$ cat config.mk
export PLATFORM = sky130hd
export DESIGN_NAME = pmic_i2c_slave
export DESIGN_NICKNAME = d
export VERILOG_FILES = /design/src/rtl/pmic_i2c_slave.v
export VERILOG_INCLUDE_DIRS = /design/src /design/src/rtl
export SDC_FILE = /design/constraint.sdc
export NUM_CORES = 2
export LEC_CHECK = 0
export BUFFER_PORTS_ARGS = -buffer_cell sky130_fd_sc_hd__buf_2
export CORE_AREA = 2 2 428 642
export DETAILED_ROUTE_END_ITERATION = 8
export DIE_AREA = 0 0 430 644
export PLACE_DENSITY = 0.65
export SLEW_MARGIN = 20
export SYNTH_ARGS = -nofsm -noshare
export SYNTH_HDL_FRONTEND = slang
export SYNTH_HIERARCHICAL = 1
export SYNTH_SLANG_ARGS = --single-unit
$ cat constraint.sdc
create_clock -name i_mclk -period 4.6 [get_ports i_mclk]
set_clock_uncertainty 0.05 [all_clocks]
set_input_delay 0.46 -clock i_mclk [delete_from_list [all_inputs] [get_ports i_mclk]]
set_output_delay 0.46 -clock i_mclk [all_outputs]
set_load 0.02 [all_outputs]
$ cat src/rtl/pmic_consts.vh
/*
  Shared constants for the serial register slave and mode sequencer.
  Assumes inclusion by bare name from the design files.
*/
`ifndef PMIC_CONSTS_VH
`define PMIC_CONSTS_VH

`define DEV_ADDR 7'h60
`define DIR_WRITE 1'b0
`define DIR_READ 1'b1
`define BYTE_BITS 4'h8
`define ACK_BIT 4'h8
`define REG_IDX_RST 8'h00
`define REG_DATA_RST 8'h00
`define MODE_SHUTDOWN 2'h0
`define MODE_OTP_LOAD 2'h1
`define MODE_STANDBY 2'h2
`define MODE_ACTIVE 2'h3
`define OTP_LOAD_CYCLES 8'h10
`define UVLO_RISE_CYCLES 12'h12C
`define FIFO_DEPTH 16
`define FIFO_AW 4

`endif

$ cat src/rtl/pmic_i2c_slave.v
/*
  Serial register slave with operating-mode sequencer and write FIFO.
  Assumes SCL, SDA input and the supply comparator are asynchronous pins;
  the outside world resolves the open-drain SDA wire from o_sda_oe_n.
*/
`include "pmic_consts.vh"

module pmic_wr_fifo #(
  parameter WIDTH = 16,
  parameter DEPTH = 16,
  parameter AW = 4
) (
  input wire i_mclk,
  input wire i_arst_n,
  input wire i_ce,
  input wire i_in_valid,
  output wire o_in_ready,
  input wire [WIDTH-1:0] i_in_data,
  output wire o_out_valid,
  input wire i_out_ready,
  output wire [WIDTH-1:0] o_out_data
);
  reg [WIDTH-1:0] mem [0:DEPTH-1];
  reg [AW:0] wptr_r;
  reg [AW:0] rptr_r;

  // Pointer compare with wrap bit
  wire full = (wptr_r[AW] != rptr_r[AW]) &&
              (wptr_r[AW-1:0] == rptr_r[AW-1:0]);
  wire empty = (wptr_r == rptr_r);
  assign o_in_ready = ~full;
  assign o_out_valid = ~empty;
  assign o_out_data = mem[rptr_r[AW-1:0]];

  // Storage array, no reset needed
  always @(posedge i_mclk) begin
    if (i_ce && i_in_valid && !full) begin
      mem[wptr_r[AW-1:0]] <= i_in_data;
    end
  end

  // Pointers
  always @(posedge i_mclk or negedge i_arst_n) begin
    if (!i_arst_n) begin
      wptr_r <= {(AW+1){1'b0}};
      rptr_r <= {(AW+1){1'b0}};
    end else if (i_ce) begin
      if (i_in_valid && !full) begin
        wptr_r <= wptr_r + 1'b1;
      end
      if (i_out_ready && !empty) begin
        rptr_r <= rptr_r + 1'b1;
      end
    end
  end
endmodule

// Functional notes
// Below lockout threshold the device stays in shutdown, everything off.
// Above threshold, enter OTP load, regulators off, defaults loaded.
// Standby: regulators off, registers accessible, enable requests accepted.
// Active whenever supply good and at least one regulator enabled.
// Slave works up to 3.4 MHz bus clock.
// SDA changes only while SCL low, stable while SCL high.
// START is SDA fall with SCL high; STOP is SDA rise.
// Master makes START and STOP; repeated START acts as START.
// Bus busy from START until STOP, free afterwards.
// Bytes are eight bits, MSB first, then one acknowledge slot.
// Master clocks the acknowledge slot and releases SDA.
// Slave pulls SDA low in ninth pulse after each received byte.
// Master reader ends with not-acknowledge on the last byte.
// Under lockout the slave never drives SDA.
// First byte: 7-bit address then direction, 0 write, 1 read.
// Only the fixed bus address is answered; others ignored.
// Write: byte after address is index, next byte is data.
// Reads need a preceding index write and repeated START.
// Index increments by one after each stored write byte.
// Index does not advance during reads.
// Supply loss disables regulators at once; recovery goes via OTP load.
// Standby to active on any enable; back once all disabled.
// Read phase shifts out the selected register, MSB first.
module pmic_i2c_slave #(
  parameter NUM_REGS = 256,
  parameter NUM_REGU = 4,
  parameter REGU_IDX = 8'h02
) (
  input wire i_mclk,
  input wire i_arst_n,
  input wire i_ce,
  input wire i_scl,
  input wire i_sda,
  output reg o_sda_oe_n,
  input wire i_supply_above_lockout,
  output reg [1:0] o_mode,
  output reg o_bus_busy,
  output reg [NUM_REGU-1:0] o_regu_en,
  output reg o_wr_valid,
  output reg [15:0] o_wr_data,
  input wire i_wr_ready
);
  localparam ST_IDLE = 3'h0;
  localparam ST_ADDR = 3'h1;
  localparam ST_INDEX = 3'h2;
  localparam ST_WDATA = 3'h3;
  localparam ST_RDATA = 3'h4;
  localparam ST_IGNORE = 3'h5;
  localparam [11:0] UVLO_CNT = `UVLO_RISE_CYCLES;

  // Synchronisers, two stages each
  reg scl_s1_r;
  reg scl_s2_r;
  reg scl_d_r;
  reg sda_s1_r;
  reg sda_s2_r;
  reg sda_d_r;
  reg sup_s1_r;
  reg sup_s2_r;
  reg [11:0] uvlo_cnt_r;
  reg supply_ok_r;
  reg [7:0] otp_cnt_r;
  reg [2:0] state_r;
  reg [3:0] bit_cnt_r;
  reg [7:0] shift_r;
  reg [7:0] index_r;
  reg [7:0] regs [0:NUM_REGS-1];
  reg in_ack_r;
  reg ack_drive_r;
  reg rd_drive_r;
  reg rd_bit_r;
  reg nack_seen_r;
  wire scl_rise;
  wire scl_fall;
  wire start_det;
  wire stop_det;
  wire fifo_in_ready;
  wire fifo_out_valid;
  wire [15:0] fifo_out_data;
  integer k;

  always @(posedge i_mclk or negedge i_arst_n) begin
    if (!i_arst_n) begin
      scl_s1_r <= 1'b1;
      scl_s2_r <= 1'b1;
      scl_d_r <= 1'b1;
      sda_s1_r <= 1'b1;
      sda_s2_r <= 1'b1;
      sda_d_r <= 1'b1;
      sup_s1_r <= 1'b0;
      sup_s2_r <= 1'b0;
    end else if (i_ce) begin
      scl_s1_r <= i_scl;
      scl_s2_r <= scl_s1_r;
      scl_d_r <= scl_s2_r;
      sda_s1_r <= i_sda;
      sda_s2_r <= sda_s1_r;
      sda_d_r <= sda_s2_r;
      sup_s1_r <= i_supply_above_lockout;
      sup_s2_r <= sup_s1_r;
    end
  end

  // Edge and condition detection on the synchronised lines
  assign scl_rise = scl_s2_r & ~scl_d_r;
  assign scl_fall = ~scl_s2_r & scl_d_r;
  assign start_det = scl_s2_r & scl_d_r & sda_d_r & ~sda_s2_r;
  assign stop_det = scl_s2_r & scl_d_r & ~sda_d_r & sda_s2_r;

  // Supply qualifier: rising needs a debounce window, falling is immediate
  always @(posedge i_mclk or negedge i_arst_n) begin
    if (!i_arst_n) begin
      uvlo_cnt_r <= 12'h000;
      supply_ok_r <= 1'b0;
    end else if (i_ce) begin
      if (!sup_s2_r) begin
        uvlo_cnt_r <= 12'h000;
        supply_ok_r <= 1'b0;
      end else if (uvlo_cnt_r < UVLO_CNT) begin
        uvlo_cnt_r <= uvlo_cnt_r + 12'h001;
      end else begin
        supply_ok_r <= 1'b1;
      end
    end
  end

  // Operating-mode sequencer
  always @(posedge i_mclk or negedge i_arst_n) begin
    if (!i_arst_n) begin
      o_mode <= `MODE_SHUTDOWN;
      otp_cnt_r <= 8'h00;
    end else if (i_ce) begin
      if (!supply_ok_r) begin
        o_mode <= `MODE_SHUTDOWN;
        otp_cnt_r <= 8'h00;
      end else begin
        case (o_mode)
          `MODE_SHUTDOWN: o_mode <= `MODE_OTP_LOAD;
          `MODE_OTP_LOAD: begin
            if (otp_cnt_r == `OTP_LOAD_CYCLES) begin
              o_mode <= `MODE_STANDBY;
            end else begin
              otp_cnt_r <= otp_cnt_r + 8'h01;
            end
          end
          `MODE_STANDBY: begin
            if (|o_regu_en) begin
              o_mode <= `MODE_ACTIVE;
            end
          end
          `MODE_ACTIVE: begin
            if (~|o_regu_en) begin
              o_mode <= `MODE_STANDBY;
            end
          end
          default: o_mode <= `MODE_SHUTDOWN;
        endcase
      end
    end
  end

  // Writes reach the register array through the FIFO
  pmic_wr_fifo #(
    .WIDTH(16),
    .DEPTH(`FIFO_DEPTH),
    .AW(`FIFO_AW)
  ) u_fifo (
    .i_mclk(i_mclk),
    .i_arst_n(i_arst_n),
    .i_ce(i_ce),
    .i_in_valid(o_wr_valid),
    .o_in_ready(fifo_in_ready),
    .i_in_data(o_wr_data),
    .o_out_valid(fifo_out_valid),
    .i_out_ready(i_wr_ready),
    .o_out_data(fifo_out_data)
  );

  // Register array; OTP load restores defaults, stores drained from FIFO
  always @(posedge i_mclk or negedge i_arst_n) begin
    if (!i_arst_n) begin
      o_regu_en <= {NUM_REGU{1'b0}};
    end else if (i_ce) begin
      if (!supply_ok_r || o_mode < `MODE_STANDBY) begin
        o_regu_en <= {NUM_REGU{1'b0}};
      end else if (fifo_out_valid && i_wr_ready &&
                   fifo_out_data[15:8] == REGU_IDX) begin
        o_regu_en <= fifo_out_data[NUM_REGU-1:0];
      end
    end
  end

  always @(posedge i_mclk) begin
    if (i_ce) begin
      if (o_mode == `MODE_OTP_LOAD) begin
        for (k = 0; k < NUM_REGS; k = k + 1) begin
          regs[k] <= `REG_DATA_RST;
        end
      end else if (fifo_out_valid && i_wr_ready) begin
        regs[fifo_out_data[15:8]] <= fifo_out_data[7:0];
      end
    end
  end

  // Serial protocol engine
  always @(posedge i_mclk or negedge i_arst_n) begin
    if (!i_arst_n) begin
      state_r <= ST_IDLE;
      bit_cnt_r <= 4'h0;
      shift_r <= 8'h00;
      index_r <= `REG_IDX_RST;
      in_ack_r <= 1'b0;
      ack_drive_r <= 1'b0;
      rd_drive_r <= 1'b0;
      rd_bit_r <= 1'b1;
      nack_seen_r <= 1'b0;
      o_bus_busy <= 1'b0;
      o_wr_valid <= 1'b0;
      o_wr_data <= 16'h0000;
    end else if (i_ce) begin
      if (o_wr_valid && fifo_in_ready) begin
        o_wr_valid <= 1'b0;
      end
      if (!supply_ok_r) begin
        state_r <= ST_IDLE;
        ack_drive_r <= 1'b0;
        rd_drive_r <= 1'b0;
        o_bus_busy <= 1'b0;
      end else if (start_det) begin
        state_r <= ST_ADDR;
        bit_cnt_r <= 4'h0;
        in_ack_r <= 1'b0;
        ack_drive_r <= 1'b0;
        rd_drive_r <= 1'b0;
        o_bus_busy <= 1'b1;
      end else if (stop_det) begin
        state_r <= ST_IDLE;
        ack_drive_r <= 1'b0;
        rd_drive_r <= 1'b0;
        o_bus_busy <= 1'b0;
      end else if (scl_rise && state_r != ST_IDLE &&
                   state_r != ST_IGNORE) begin
        if (in_ack_r) begin
          nack_seen_r <= sda_s2_r;
        end else begin
          shift_r <= {shift_r[6:0], sda_s2_r};
          bit_cnt_r <= bit_cnt_r + 4'h1;
        end
      end else if (scl_fall) begin
        // Drive changes only after SCL falls
        if (in_ack_r) begin
          in_ack_r <= 1'b0;
          ack_drive_r <= 1'b0;
          bit_cnt_r <= 4'h0;
          if (state_r == ST_RDATA) begin
            if (nack_seen_r) begin
              state_r <= ST_IGNORE;
              rd_drive_r <= 1'b0;
            end else begin
              rd_drive_r <= 1'b1;
              rd_bit_r <= regs[index_r][7];
            end
          end
        end else if (bit_cnt_r == `BYTE_BITS) begin
          in_ack_r <= 1'b1;
          rd_drive_r <= 1'b0;
          case (state_r)
            ST_ADDR: begin
              if (shift_r[7:1] == `DEV_ADDR) begin
                ack_drive_r <= 1'b1;
                state_r <= (shift_r[0] == `DIR_READ) ? ST_RDATA : ST_INDEX;
              end else begin
                in_ack_r <= 1'b0;
                state_r <= ST_IGNORE;
              end
            end
            ST_INDEX: begin
              ack_drive_r <= 1'b1;
              index_r <= shift_r;
              state_r <= ST_WDATA;
            end
            ST_WDATA: begin
              ack_drive_r <= 1'b1;
              o_wr_valid <= 1'b1;
              o_wr_data <= {index_r, shift_r};
              index_r <= index_r + 8'h01;
            end
            ST_RDATA: begin
              ack_drive_r <= 1'b0;
            end
            default: begin
              state_r <= ST_IGNORE;
            end
          endcase
        end else if (state_r == ST_RDATA && rd_drive_r) begin
          rd_bit_r <= regs[index_r][3'h7 - bit_cnt_r[2:0]];
        end
      end
    end
  end

  // Open-drain SDA: enable low means pull low
  always @(posedge i_mclk or negedge i_arst_n) begin
    if (!i_arst_n) begin
      o_sda_oe_n <= 1'b1;
    end else if (i_ce) begin
      o_sda_oe_n <= ~(supply_ok_r &&
                      (ack_drive_r || (rd_drive_r && !rd_bit_r)));
    end
  end
endmodule

==> impl_metrics.py <==
metrics = {
    "timing": {
        "max_freq_mhz": 219,
        "hold_ws_ns": 0.104,
        "period_share_pct": 99.1,
        "final_hold_viol_count": 0,
        "worst-slew-pin-transition_ns": 1.19,
        "finalSetupTns_ns": 0,
        "maxSlewHeadroom_pct": 21.0,
        "finalSetupViolCount": 0,
        "fin_crit_ns": 4.56,
        "rsz0062_at_grt": "no",
        "maxSlewViolCount": 0,
    },
    "floorplan": {
        "die_x_um": 430,
        "dieArea_um2": 277000,
        "die_h_um": 644,
        "num_rows": 235,
        "coreArea_um2": 272000,
        "io_pins": 32,
        "initial_core_util_pct": 40.7,
    },
    "power_and_ir_drop": {
        "swShare_pct": 30.8,
        "finalPower_w": 0.0528,
        "power_frac_comb_pct": 18.5,
        "seqPwrFrac_pct": 45.0,
        "internal_power_w": 0.0365,
        "clkPwrFrac_pct": 36.5,
        "power_density_nw_per_um2": 423,
        "p_switching_w": 0.0163,
        "vdd.ir_drop.worst_uv": 502,
        "p_leak_nw": 50.0,
    },
    "clocking": {
        "cts_resized": 0,
        "clock-sinks": 2396,
        "cts-root-buf": "clkbuf_16",
        "cts_tree": "done",
        "h-tree-depth": 4,
        "clkLatencyLatePin_ns": 0.93,
        "cts_buffer_depth": 4,
        "numCtsBuffers": 221,
        "path_clk_slew_ns": 0.07,
    },
    "cells_and_area": {
        "area_growth_syn_to_layout_pct": 12.8,
        "instances_no_fill": 11400,
        "final_nets": 7689,
        "regArea_um2": 71500,
        "n_fill_cell": 23300,
        "drive_gt1_share_pct": 19.1,
        "multiInputGateArea_um2": 35600,
    },
    "grt": {
        "grt_max_degree": 146,
        "grt_pass1_wl_um": 499000,
        "grt_usage_pct": 24.7,
        "antenna_found_initial": 16,
        "first_global_vias": 70000,
        "grt.overflow.total": 0,
    },
    "synthesis": {
        "syn_area_per_cell_um2": 14.4,
        "dominantRegCellSynth": "edfxtp_1",
        "synth-edff-count": 2304,
        "yosysWarnings": 6,
        "syn_area_um2": 111000,
        "yosys.cell_types.count": 86,
        "synth-seq-cells": 2396,
        "synthCells": 7692,
        "synthArstFlopShare_pct": 3.84,
        "synth-seq-area-share_pct": 64.6,
        "syn_nets": 7710,
    },
    "setup_path": {
        "crit_type": "reg -> reg",
        "critPathMaxStageDelay_ns": 0.79,
        "crit_end": "rd_bit_r",
        "critPathCaptureType": "register",
        "critical-path-top-delay-family": "compound AO/OA/AOI/OAI gates",
        "reg2reg_to": "rd_bit_r",
        "worst-r2r-cell-count": 10,
        "crit_fanout": 52,
        "crit_required_ns": 5.41,
        "path_buf_inv": 1,
        "worst_path_max_delay_cell": "dfrtp_4",
        "cp.depth": 10,
        "crit_arrival_ns": 5.37,
        "crit_chain": "buf_12 -> or2_2 -> o221ai_1 -> o22ai_1 -> a32oi_1 -> a211o_1 -> a32o_1 -> or4_1 -> o21a_1 -> o41a_1",
        "r2r_start": "index_r[1]",
        "crit_path_start": "index_r[1]",
        "r2r_slack_ns": 0.04,
        "startpoint_type": "register",
    },
    "placed_design": {
        "placed_cells_incl_taps": 11000,
        "numPortBuffers": 31,
        "dp.final_hpwl_um": 229000,
        "place.gp.congestion": 0.973,
    },
    "run_status": {
        "outcome": "complete, no violations",
    },
    "route": {
        "vias": 69600,
        "wl_per_cell_um": 30.7,
        "firstDrtPassIters": 6,
        "first_iter_violations": 8209,
        "drc": 0,
        "ant_nets": 0,
        "vias_per_cell": 6.09,
        "wl_um": 350000,
    },
    "job": {
        "drv_cap": 0,
    },
    "worst_hold_path": {
        "min_path_type": "in -> reg",
    },
}
-- worst reg2reg max path: cells and delay by family (launching register included) --
family | cells | cell delay (ns)
DFF | 1 | 0.79
and+or+nand+nor | 2 | 0.99
AOI/OAI and AO/OA | 7 | 2.20
buffers and inverters | 1 | 0.45
-- layout make-up --
cell class | count | share of cell area (%)
Sequential cell | 2396 | 57.3
Inverter | 21 | 0.0692
Multi-Input combinational cell | 4416 | 28.5
Timing Repair Buffer | 615 | 4.58
Tap cell | 3555 | 3.56
Clock buffer | 260 | 4.62
Antenna cell | 14 | 0.0281
Clock inverter | 139 | 1.30
-- logic make-up (layout without fill, tap and decap cells) --
family,Yosys count,after routing,synth area share (%)
buffers and inverters,880,1035,3.47
xor gates and xnor gates,26,26,0.250
DFF,2396,2396,64.6
and+or+nand+nor,2782,2782,14.5
other,0,14,0
muxes,862,862,12.6
AOI/OAI and AO/OA,735,735,4.41
adders and majority gates,11,11,0.124
-- through the flow --
stage	instance area [µm²]	worst slack, ns	util, %
after floorplan	111000	1.04	-
after global placement	117000	0.0704	43.1
after detailed placement	117000	0.183	43.1
after CTS	125000	0.154	45.9
after global routing	125000	0.111	45.9
final	125000	0.0398	45.9
-- cell usage after synthesis (all sizes together), types with 17 or more instances --
cell type  number  area, µm²
edfxtp       2304      69200
and3         1355       8480
and2          716       4480
clkbuf        709       2660
mux4          416       9370
mux2i         389       3890
nand2         274       1030
o21ai         260       1300
nor2          206        776
buf           150       1100
o221ai        123       1080
a21oi          85        437
dfrtp          84       2100
o22ai          72        450
nor3           70        350
nand3          61        305
mux2           57        646
a22oi          43        323
nor4           24        150
a211oi         21        173
nor2b          21        131
inv            20       75.1
xor2           17        156
-- flip-flops by register name, summed over array words and instances, names as in the netlist, 3 cells and up --
register and flops:
regs 2048, u_fifo/mem 256, o_wr_data 16, uvlo_cnt_r 12, index_r 8, otp_cnt_r 8
shift_r 8, u_fifo/rptr_r 5, u_fifo/wptr_r 5, bit_cnt_r 4, o_regu_en 4, state_r 3
-- repair_timing --
action | 4_1_cts | 5_1_grt
hold buffers | 4 | 0
endpoints found under the hold margin | 58 | 0
setup buffers | 0 | 0
-- placed cells by master, fill, tap and decap left out, drive strengths merged, types with 123 or more instances in the layout --
master  netlist  final
nor2        206    206
buf         150    611
o21ai       260    260
mux2i       389    389
and3       1355   1355
clkbuf      709    260
o221ai      123    123
and2        716    716
nand2       274    274
mux4        416    416
edfxtp     2304   2304
-- power groups by stage --
stage / Clock, W / Sequential (W) / Combinational [W]
floorplan: 0 / 0.0242 / 0.00452
global placement: 0 / 0.0243 / 0.00942
detailed placement: 0 / 0.0243 / 0.00954
CTS: 0.0194 / 0.0238 / 0.00956
global route: 0.0201 / 0.0238 / 0.00994
finish: 0.0193 / 0.0238 / 0.00976
-- how the worst min path moves through the flow --
| stage | start | to | slack [ns] | cells after the start |
|---|---|---|---|---|
| floorplan | i_arst_n | ack_drive_r | 0.11 | 0 |
| detailed placement | sup_s1_r | sup_s1_r | 0.45 | 1 |
| global route | i_ce | o_sda_oe_n | 0.09 | 3 |
| CTS | i_ce | o_sda_oe_n | 0.06 | 3 |
| global placement | uvlo_cnt_r[11] | uvlo_cnt_r[11] | 0.43 | 2 |
| finish | i_ce | o_sda_oe_n | 0.10 | 3 |
-- routing by layer --
metal  up-vias  wire length [µm]  part of all wire [%]  global-route usage [%]
li1      29400                 -                     -                       -
met1     35500            117000                    33                    27.3
met2      3574            174000                    50                    42.0
met3      1052             27600                   7.9                    4.25
met4         8             32100                   9.2                    19.7
met5         -                55                 0.016                       0
Power figures use the tool's default switching activity.
